### config.mk
export PLATFORM = sky130hd
export DESIGN_NAME = ldcr_top
export DESIGN_NICKNAME = d
export VERILOG_FILES = /design/src/logic/ldcr_sync.v /design/src/logic/ldcr_top.v
export VERILOG_INCLUDE_DIRS = /design/src /design/src/logic
export SDC_FILE = /design/constraint.sdc
export NUM_CORES = 1
export LEC_CHECK = 0
export BUFFER_PORTS_ARGS = -buffer_cell sky130_fd_sc_hd__buf_2
export CORE_AREA = 2 2 152 265
export DETAILED_ROUTE_END_ITERATION = 6
export DIE_AREA = 0 0 154 267
export GPL_ROUTABILITY_DRIVEN = 1
export PLACE_DENSITY = 0.72
export SLEW_MARGIN = 0
export SYNTH_ARGS = -nofsm -noshare
export SYNTH_HDL_FRONTEND = slang
export SYNTH_HIERARCHICAL = 1
export SYNTH_SLANG_ARGS = --single-unit
### constraint.sdc
create_clock -name clk_in -period 14.8 [get_ports clk_in]
set_clock_uncertainty 0.1 [all_clocks]
set_input_delay 1.48 -clock clk_in [delete_from_list [all_inputs] [get_ports clk_in]]
set_output_delay 1.48 -clock clk_in [all_outputs]
set_load 0.005 [all_outputs]
### src/logic/ldcr_defs.vh
// constants for the led driver configuration register bank
// Overview of operation
// - drv3 bit 13: one full, zero 40%
// - drv3 bits 6..4: edge rate, 0 slowest
// - drv3 bits 3..0: coarse current code
// - peak equals coarse times fine times scale
// - scale factor is 0.4 plus 0.6 times bit
// - drv1 bit 13: same strength encoding
// - drv1 bits 6..4: edge rate code
`ifndef LDCR_DEFS_VH
`define LDCR_DEFS_VH
`define LDCR_ADDR_DRV3 8'h22
`define LDCR_ADDR_DRV1 8'h23
`define LDCR_CFG_RESET 16'h3000
`define LDCR_STRENGTH_BIT 13
`define LDCR_RATE_HI 6
`define LDCR_RATE_LO 4
`define LDCR_COARSE_HI 3
`define LDCR_COARSE_LO 0
`define LDCR_I2C_ADDR 7'h40
`define LDCR_COARSE_BASE 30'h0000_0af0
`define LDCR_COARSE_STEP 30'h0000_060a
`define LDCR_FINE_BASE 30'h0000_02c6
`define LDCR_FINE_STEP 30'h0000_0018
`define LDCR_SCALE_BASE 30'h0000_0004
`define LDCR_SCALE_STEP 30'h0000_0006
`endif

### src/logic/ldcr_sync.v
// two flip-flop synchroniser for asynchronous pin inputs
`timescale 1ns/1ps
module ldcr_sync #(
    parameter WIDTH = 2
) (
    input wire clk_in,
    input wire srst_in,
    input wire [WIDTH-1:0] async_in,
    output wire [WIDTH-1:0] sync_out
);
    reg [WIDTH-1:0] stage1_reg;
    reg [WIDTH-1:0] stage2_reg;
    genvar i;
    generate
        for (i = 0; i < WIDTH; i = i + 1)
        begin : g_bit
            always @(posedge clk_in)
            begin
                if (srst_in)
                begin
                    stage1_reg[i] <= 1'b1;
                    stage2_reg[i] <= 1'b1;
                end
                else
                begin
                    stage1_reg[i] <= async_in[i];
                    stage2_reg[i] <= stage1_reg[i];
                end
            end
        end
    endgenerate
    assign sync_out = stage2_reg;
endmodule

### src/logic/ldcr_top.v
// led driver configuration registers behind an i2c slave port
`timescale 1ns/1ps
`include "ldcr_defs.vh"
module ldcr_top #(
    parameter [6:0] DEV_ADDR = `LDCR_I2C_ADDR
) (
    input wire clk_in,
    input wire srst_in,
    input wire scl_in,
    input wire sda_in,
    output wire sda_out,
    output wire sda_oe_out,
    input wire [4:0] drv3_fine_current_in,
    input wire [4:0] drv1_fine_current_in,
    output wire drv3_strength_select_out,
    output wire [2:0] drv3_edge_rate_out,
    output wire [3:0] drv3_coarse_current_out,
    output wire drv1_strength_select_out,
    output wire [2:0] drv1_edge_rate_out,
    output wire [3:0] drv1_coarse_current_out,
    output reg [29:0] drv3_peak_target_out,
    output reg [29:0] drv1_peak_target_out
);
    localparam [2:0] S_IDLE = 3'h0;
    localparam [2:0] S_DEV = 3'h1;
    localparam [2:0] S_REG = 3'h2;
    localparam [2:0] S_WR = 3'h3;
    localparam [2:0] S_RD = 3'h4;

    wire [1:0] pins_sync;
    wire scl_s;
    wire sda_s;
    reg scl_prev_reg;
    reg sda_prev_reg;
    reg [2:0] state_reg;
    reg [3:0] bit_cnt_reg;
    reg [7:0] shift_reg;
    reg [7:0] tx_shift_reg;
    reg [7:0] ptr_reg;
    reg [7:0] msb_hold_reg;
    reg [15:0] tx_word_reg;
    reg hi_reg;
    reg tx_active_reg;
    reg oe_reg;
    reg [15:0] cfg3_reg;
    reg [15:0] cfg1_reg;
    wire scl_rise;
    wire scl_fall;
    wire start_det;
    wire stop_det;
    wire [7:0] rx_byte;
    wire [7:0] tx_byte;
    wire [29:0] coarse3_w;
    wire [29:0] fine3_w;
    wire [29:0] scale3_w;
    wire [29:0] coarse1_w;
    wire [29:0] fine1_w;
    wire [29:0] scale1_w;

    // read mux shared by first fetch and address increment
    function [15:0] reg_read;
        input [7:0] addr;
        begin
            if (addr == `LDCR_ADDR_DRV3)
                reg_read = cfg3_reg;
            else if (addr == `LDCR_ADDR_DRV1)
                reg_read = cfg1_reg;
            else
                reg_read = 16'h0000;
        end
    endfunction

    ldcr_sync #(
        .WIDTH(2)
    ) u_sync (
        .clk_in(clk_in),
        .srst_in(srst_in),
        .async_in({scl_in, sda_in}),
        .sync_out(pins_sync)
    );

    assign scl_s = pins_sync[1];
    assign sda_s = pins_sync[0];
    assign scl_rise = scl_s & ~scl_prev_reg;
    assign scl_fall = ~scl_s & scl_prev_reg;
    assign start_det = scl_s & scl_prev_reg & sda_prev_reg & ~sda_s;
    assign stop_det = scl_s & scl_prev_reg & ~sda_prev_reg & sda_s;
    assign rx_byte = shift_reg;
    assign tx_byte = hi_reg ? tx_word_reg[15:8] : tx_word_reg[7:0];
    assign sda_out = 1'b0;
    assign sda_oe_out = oe_reg;

    always @(posedge clk_in)
    begin
        if (srst_in)
        begin
            scl_prev_reg <= 1'b1;
            sda_prev_reg <= 1'b1;
            state_reg <= S_IDLE;
            bit_cnt_reg <= 4'h0;
            shift_reg <= 8'h00;
            tx_shift_reg <= 8'h00;
            ptr_reg <= 8'h00;
            msb_hold_reg <= 8'h00;
            tx_word_reg <= 16'h0000;
            hi_reg <= 1'b1;
            tx_active_reg <= 1'b0;
            oe_reg <= 1'b0;
            cfg3_reg <= `LDCR_CFG_RESET;
            cfg1_reg <= `LDCR_CFG_RESET;
        end
        else
        begin
            scl_prev_reg <= scl_s;
            sda_prev_reg <= sda_s;
            if (start_det)
            begin
                state_reg <= S_DEV;
                // the start's own scl fall wraps this to zero
                bit_cnt_reg <= 4'hf;
                oe_reg <= 1'b0;
                tx_active_reg <= 1'b0;
            end
            else if (stop_det)
            begin
                state_reg <= S_IDLE;
                oe_reg <= 1'b0;
                tx_active_reg <= 1'b0;
            end
            else if (state_reg != S_IDLE)
            begin
                if (scl_rise)
                begin
                    if (bit_cnt_reg < 4'h8)
                        shift_reg <= {shift_reg[6:0], sda_s};
                    else if (state_reg == S_RD && tx_active_reg)
                    begin
                        if (sda_s)
                        begin
                            state_reg <= S_IDLE;
                            tx_active_reg <= 1'b0;
                        end
                        else if (hi_reg)
                            hi_reg <= 1'b0;
                        else
                        begin
                            hi_reg <= 1'b1;
                            ptr_reg <= ptr_reg + 8'h01;
                            tx_word_reg <= reg_read(ptr_reg + 8'h01);
                        end
                    end
                end
                else if (scl_fall)
                begin
                    if (bit_cnt_reg == 4'h8)
                    begin
                        bit_cnt_reg <= 4'h0;
                        if (state_reg == S_RD)
                        begin
                            tx_shift_reg <= tx_byte;
                            oe_reg <= ~tx_byte[7];
                            tx_active_reg <= 1'b1;
                        end
                        else
                            oe_reg <= 1'b0;
                    end
                    else if (bit_cnt_reg == 4'h7)
                    begin
                        bit_cnt_reg <= 4'h8;
                        oe_reg <= 1'b1;
                        case (state_reg)
                            S_DEV:
                            begin
                                if (rx_byte[7:1] == DEV_ADDR)
                                begin
                                    hi_reg <= 1'b1;
                                    if (rx_byte[0])
                                    begin
                                        state_reg <= S_RD;
                                        tx_word_reg <= reg_read(ptr_reg);
                                    end
                                    else
                                        state_reg <= S_REG;
                                end
                                else
                                begin
                                    state_reg <= S_IDLE;
                                    oe_reg <= 1'b0;
                                end
                            end
                            S_REG:
                            begin
                                ptr_reg <= rx_byte;
                                hi_reg <= 1'b1;
                                state_reg <= S_WR;
                            end
                            S_WR:
                            begin
                                if (hi_reg)
                                begin
                                    msb_hold_reg <= rx_byte;
                                    hi_reg <= 1'b0;
                                end
                                else
                                begin
                                    hi_reg <= 1'b1;
                                    ptr_reg <= ptr_reg + 8'h01;
                                    if (ptr_reg == `LDCR_ADDR_DRV3)
                                        cfg3_reg <= {msb_hold_reg, rx_byte};
                                    if (ptr_reg == `LDCR_ADDR_DRV1)
                                        cfg1_reg <= {msb_hold_reg, rx_byte};
                                end
                            end
                            S_RD:
                                oe_reg <= 1'b0;
                            default:
                            begin
                                state_reg <= S_IDLE;
                                oe_reg <= 1'b0;
                            end
                        endcase
                    end
                    else
                    begin
                        bit_cnt_reg <= bit_cnt_reg + 4'h1;
                        if (state_reg == S_RD)
                        begin
                            oe_reg <= ~tx_shift_reg[6];
                            tx_shift_reg <= {tx_shift_reg[6:0], 1'b0};
                        end
                    end
                end
            end
        end
    end

    // last data bit of a read byte: release for master acknowledge
    // handled by the bit_cnt 7 branch above, which clears oe in S_RD

    assign drv3_strength_select_out = cfg3_reg[`LDCR_STRENGTH_BIT];
    assign drv3_edge_rate_out = cfg3_reg[`LDCR_RATE_HI:`LDCR_RATE_LO];
    assign drv3_coarse_current_out = cfg3_reg[`LDCR_COARSE_HI:`LDCR_COARSE_LO];
    assign drv1_strength_select_out = cfg1_reg[`LDCR_STRENGTH_BIT];
    assign drv1_edge_rate_out = cfg1_reg[`LDCR_RATE_HI:`LDCR_RATE_LO];
    assign drv1_coarse_current_out = cfg1_reg[`LDCR_COARSE_HI:`LDCR_COARSE_LO];

    // peak target in units of 1e-6 mA: coarse x100, fine x1000, scale x10
    assign coarse3_w = `LDCR_COARSE_BASE + `LDCR_COARSE_STEP * {26'h000_0000, drv3_coarse_current_out};
    assign fine3_w = `LDCR_FINE_BASE + `LDCR_FINE_STEP * {25'h000_0000, drv3_fine_current_in};
    assign scale3_w = `LDCR_SCALE_BASE + `LDCR_SCALE_STEP * {29'h0000_0000, drv3_strength_select_out};
    assign coarse1_w = `LDCR_COARSE_BASE + `LDCR_COARSE_STEP * {26'h000_0000, drv1_coarse_current_out};
    assign fine1_w = `LDCR_FINE_BASE + `LDCR_FINE_STEP * {25'h000_0000, drv1_fine_current_in};
    assign scale1_w = `LDCR_SCALE_BASE + `LDCR_SCALE_STEP * {29'h0000_0000, drv1_strength_select_out};

    always @(posedge clk_in)
    begin
        if (srst_in)
        begin
            drv3_peak_target_out <= 30'h0000_0000;
            drv1_peak_target_out <= 30'h0000_0000;
        end
        else
        begin
            drv3_peak_target_out <= coarse3_w * fine3_w * scale3_w;
            drv1_peak_target_out <= coarse1_w * fine1_w * scale1_w;
        end
    end
endmodule

==> results of run 1 <==
per-stage QoR:
stage          setup WS (ns)  area (µm²)  util, %  hold slack [ns]  instances
6_report                3.05       22400     57.4            0.319       3013
5_1_grt                 2.61       22400     57.4            0.338       3013
4_1_cts                 3.10       22400     57.4            0.320       3013
3_5_place_dp            2.66       21800     55.9            0.297       2981
3_3_place_gp            2.69       21800     55.9            0.291       2981
2_1_floorplan           3.79       21200        -            0.283       2524
layout make-up:
class | count | area (µm²) | share of cell area (%)
Inverter | 331 | 1240 | 5.54
Timing Repair Buffer | 99 | 536 | 2.39
Multi-Input combinational cell | 1912 | 16400 | 73.3
Sequential cell | 149 | 2980 | 13.3
Clock inverter | 13 | 166 | 0.742
Tap cell | 490 | 613 | 2.73
Clock buffer | 19 | 443 | 1.98
cells by family after synthesis:
family / Yosys count / share of synthesized area [%]
AND/OR/NAND/NOR: 735 / 16.2
adder cells (fa/ha/maj): 544 / 40.3
buffers and inverters: 463 / 8.63
AO/OA/AOI/OAI: 448 / 13.9
flip-flops: 149 / 14.1
XOR/XNOR: 115 / 4.76
multiplexers: 44 / 2.13
other: 2 / 0.0355
cell usage after synthesis (all sizes together) (6+ instances only):
master	instances
nor4	6
inv	325
a22oi	17
nor2b	46
a31oi	19
or2	19
clkbuf	102
mux2	8
and3	15
o31ai	6
o21ai	52
and2	74
a21o	66
o22ai	9
o21bai	7
nand3	23
nor3	25
ha	316
buf	30
mux2i	36
a211oi	37
xnor2	66
nand2b	31
xor2	49
dfxtp	149
clkinv	6
nor2	274
nand2	193
a221oi	21
fa	228
o21a	18
a21oi	148
nand4	8
critical path: cells and delay by family:
kind | cells | cell delay [ns]
adder cells (fa/ha/maj) | 11 | 4.82
AO/OA/AOI/OAI | 12 | 2.63
AND/OR/NAND/NOR | 6 | 1.04
XOR/XNOR | 3 | 0.85
buffers and inverters | 6 | 0.69
multiplexers | 1 | 0.42
metal layers:
layer / vias to the layer above / routed length (µm)
met4: 0 / 2770
met3: 148 / 1530
met2: 400 / 29800
met5: - / 0
met1: 8601 / 18600
li1: 8220 / -
worst min path at each step:
| stage | start | slack, ns | endpoint | cells after the start |
|---|---|---|---|---|
| after floorplan | u_sync/stage1_reg[0] | 0.28 | u_sync/sync_out[0] | 1 |
| after global placement | u_sync/stage1_reg[1] | 0.29 | u_sync/sync_out[1] | 1 |
| after detailed placement | u_sync/stage1_reg[0] | 0.30 | u_sync/sync_out[0] | 1 |
| after CTS | u_sync/stage1_reg[1] | 0.32 | u_sync/sync_out[1] | 1 |
| after global routing | u_sync/stage1_reg[1] | 0.34 | u_sync/sync_out[1] | 1 |
| final | u_sync/stage1_reg[1] | 0.32 | u_sync/sync_out[1] | 1 |
==> results.cfg, run 1 <==
[global_route]
grt-ovfl-total = 0
grt_pass1_wl_mm = 86.2
gr-usage-met3_pct = 2.86
grt_use_total_pct = 26.0
met2_usage_pct = 51.6
grt_busiest_layer = met2
met1_usage_pct = 26.0
grt_pass1_vias = 18100
antenna_found_initial = 0
grt_max_degree = 77

[route]
remaining_drc_errors = 0
drtIter0Drc = 997
wire_per_inst_um = 17.5
via_count = 17400
via_per_inst = 5.76
ant_nets = 0
drt-total-wl_mm = 52.7
dr.pass1.iters = 5

[cts]
cts_buffers = 17
cts-root-buf = clkbuf_16
postCtsHoldBufs = 0
cts_resized = 0
clk_pin_slew_ns = 0.07
htreeDepth = 4
clk_latency_ns = 0.45
cts_tree = done
cts_sinks = 149
cts.path.max_buffers = 2
post_cts_buffers = 0

[synthesis]
yosysTopAreaCellShare_pct = 21.6
yosys_most_used_dff = dfxtp_1
yosys.area.top_type = fa_1
synthArstFlopShare_pct = 0
ys_seq_area_share_pct = 14.1
netlist-cell-type-count = 80
netlist_area_um2 = 21200
synth_edf_count = 0
ys_ff_latch = 149
postSynthCellCount = 2500
yosys_warnings = 6
avgSynthCellArea_um2 = 8.46
synthTopCellsByArea = fa_1 (22%), ha_1 (19%), dfxtp_1 (14%), inv_1 (5.8%), nor2_1 (4.9%)

[sta]
worst_slew_pin_slew_ns = 1.17
rsz0062_at_grt = false
hold_violations = 0
max_freq_ghz = 0.0851
fin_tns_setup_ns = 0
fin_crit_ns = 11.75
slew_viol_final = 0
finalSetupViolCount = 0
maxSlewHeadroom_pct = 21.8
post-route-period-util_pct = 79.4

[die]
io-pin-count = 92
die_y_um = 267
rows = 96
start_util_pct = 54.2
die-width_um = 154
design.core.area_um2 = 39000
die_area_um2 = 41100

[setup_path]
crit_path_max_fanout = 16
rr_startpoint = cfg3_reg[1]
r2r-end = drv3_peak_target_out[29]
crit_type = input port to flop
crit_top_cell = fa_1
required_ns = 15.00
worstRegToRegCells = 34
crit_path_end_kind = flop
startpoint = drv3_fine_current_in[0]
slowest_stage = a221oi_1
rrSetupSlack_ns = 3.77
crit_arrival_ns = 11.95
crit_path_end = drv3_peak_target_out[29]
slowest_delay_ns = 0.62
worstSetupStartpointType = input port

[placed_design]
port_buffers = 84
place_congestion = 0.896
dp_hpwl_mm = 42.4

[status]
outcome = finished, final reports clean

[hold_path]
hold_class = flop to flop

[layout]
largestRegisters = drv1_peak_target_out (27), drv3_peak_target_out (27)
nets = 3068
layout_common_cells = inv_1 (325), ha_1 (316), nor2_1 (274), fa_1 (228), nand2_1 (193)
drive_gt1_share_pct = 6.70
antenna_cells = 0
syn_to_final_growth_pct = 5.99
fillCellCount = 3538
layout_commonest_cell = inv_1

[flow_run]
cap_violations = 0
Power of run 1 is left out: the tool's default activity adds up to more than one toggle a clock period on the data nets, which glitch-free logic cannot reach.
==> run 2: changes to the inputs <==
--- a/config.mk
+++ b/config.mk
@@ -6,10 +6,11 @@
 export SDC_FILE = /design/constraint.sdc
 export NUM_CORES = 1
 export LEC_CHECK = 0
+export ABC_AREA = 1
 export BUFFER_PORTS_ARGS = -buffer_cell sky130_fd_sc_hd__buf_2
-export CORE_AREA = 2 2 152 265
+export CORE_AREA = 2 2 155 271
 export DETAILED_ROUTE_END_ITERATION = 6
-export DIE_AREA = 0 0 154 267
+export DIE_AREA = 0 0 157 273
 export GPL_ROUTABILITY_DRIVEN = 1
 export PLACE_DENSITY = 0.72
 export SLEW_MARGIN = 0
==> constraint.sdc (replaced) <==
create_clock -name clk_in -period 11.8 [get_ports clk_in]
set_clock_uncertainty 0.1 [all_clocks]
set_input_delay 1.18 -clock clk_in [delete_from_list [all_inputs] [get_ports clk_in]]
set_output_delay 1.18 -clock clk_in [all_outputs]
set_load 0.005 [all_outputs]
==> results.cfg, run 2 <==
[layout]
fillCellCount = 3861
syn_to_final_growth_pct = 5.99
nets = 3604
multiInputGateArea_um2 = 16500
antenna_cells = 0
drive_gt1_share_pct = 6.47
ff_latch_area_um2 = 2980
layout_common_cells = inv_1 (552), nand2_1 (513), nor2_1 (372), ha_1 (316), fa_1 (228)
largestRegisters = drv1_peak_target_out (27), drv3_peak_target_out (27)
layout_commonest_cell = inv_1

[die]
die_area_um2 = 42900
io-pin-count = 92
die-width_um = 157
start_util_pct = 54.5
die_y_um = 273
rows = 98
design.core.area_um2 = 40600

[global_route]
grt_use_total_pct = 31.8
grt_pass1_wl_mm = 106
grt_pass1_vias = 21100
grt_max_degree = 80
antenna_found_initial = 0
grt-ovfl-total = 0

[route]
wire_per_inst_um = 18.2
drt-total-wl_mm = 65.8
via_count = 20000
wirelength_met1_mm = 21.3
wl_met3_mm = 3.04
wl_met2_mm = 35.4
remaining_drc_errors = 0
ant_nets = 0
highest_layer = met4
via_per_inst = 5.54
drtIter0Drc = 1033
dr.pass1.iters = 6

[cts]
cts_sinks = 149
cts_buffers = 17
clk_latency_ns = 0.46
htreeDepth = 4
cts_resized = 0
cts.path.max_buffers = 2
postCtsHoldBufs = 0
cts_tree = done
cts-root-buf = clkbuf_16
clk_pin_slew_ns = 0.07
post_cts_buffers = 0

[placed_design]
port_buffers = 84
place_congestion = 0.955
dp_hpwl_mm = 53.8

[synthesis]
avgSynthCellArea_um2 = 7.31
yosys_warnings = 6
ys_ff_latch = 149
ys_seq_area_share_pct = 13.5
netlist-cell-type-count = 52
yosys.area.top_type = fa_1
synthArstFlopShare_pct = 0
synthTopCellsByArea = fa_1 (21%), ha_1 (18%), dfxtp_1 (13%), inv_1 (9.4%), nand2_1 (8.7%)
post-synth-top-count-cell = inv_1
postSynthCellCount = 3026
netlist_area_um2 = 22100
yosysTopAreaCellShare_pct = 20.6
synth_common_cells = inv_1 (552), nand2_1 (513), nor2_1 (372)
yosys_most_used_dff = dfxtp_1
synth_edf_count = 0

[setup_path]
slowest_delay_ns = 1.00
required_ns = 12.09
crit_arrival_ns = 10.97
crit_path_max_fanout = 13
crit_path_end_kind = flop
startpoint = drv3_fine_current_in[0]
worstSetupStartpointType = input port
rr_startpoint = cfg3_reg[1]
crit_type = input port to flop
crit_top_cell = fa_1
slowest_stage = xor2_1

[hold_path]
hold_class = flop to flop
holdCritStartpoint = u_sync/stage1_reg[0]

[sta]
whs_ns = 0.325
fin_crit_ns = 10.67
hold_violations = 0
post-route-period-util_pct = 90.5
rsz0062_at_grt = false
fin_tns_setup_ns = 0
max_freq_ghz = 0.0937
maxSlewHeadroom_pct = 11.8
finalSetupViolCount = 0
slew_viol_final = 0
worst_slew_pin_slew_ns = 1.32

[status]
outcome = finished, final reports clean

[flow_run]
cap_violations = 0
[run 2: layout make-up]
cell class                      count  area share, %
Inverter                          562           9.02
Multi-Input combinational cell   2214           70.4
Tap cell                          550           2.93
Clock buffer                       18           1.83
Timing Repair Buffer              102           2.37
Clock inverter                     14          0.683
Sequential cell                   149           12.7
[run 2: cells by family after synthesis]
group	count (synthesis)	synth area share [%]
buffers and inverters	687	12.3
multiplexers	1	0.0452
XOR/XNOR	54	2.14
adder cells (fa/ha/maj)	544	38.5
AND/OR/NAND/NOR	1117	21.3
other	2	0.0339
flip-flops	149	13.5
AO/OA/AOI/OAI	472	12.3
[run 2: routing by layer]
layer / vias up / global-route usage, %
met3: 309 / 5.39
met1: 9440 / 29.0
met5: - / 0
met4: 0 / 25.7
met2: 638 / 60.3
li1: 9600 / -
[run 2: final timing paths]
path | endpoint | slack [ns] | depth (start not counted)
worst max-delay path | drv3_peak_target_out[29] | 1.13 | 36
worst min-delay path | u_sync/sync_out[0] | 0.32 | 2
worst max register to register | drv3_peak_target_out[29] | 1.87 | 35
worst min register to register | u_sync/sync_out[0] | 0.32 | 2
[run 2: critical path, delay by kind of cell]
family                   cells  cell delay, ns
AND/OR/NAND/NOR              8            0.98
adder cells (fa/ha/maj)     11            4.93
buffers and inverters        7            0.83
AO/OA/AOI/OAI                7            1.59
XOR/XNOR                     3            1.44
[run 2: stage by stage]
step | cells | instance area, µm² | util [%] | setup slack, ns
6_report | 3609 | 23500 | 57.8 | 1.13
5_1_grt | 3609 | 23500 | 57.8 | 0.636
4_1_cts | 3609 | 23500 | 57.8 | 1.25
3_5_place_dp | 3577 | 22900 | 56.3 | 0.817
3_3_place_gp | 3577 | 22900 | 56.3 | 0.809
2_1_floorplan | 3050 | 22200 | - | 2.57
Power of run 2 is left out for the same reason.
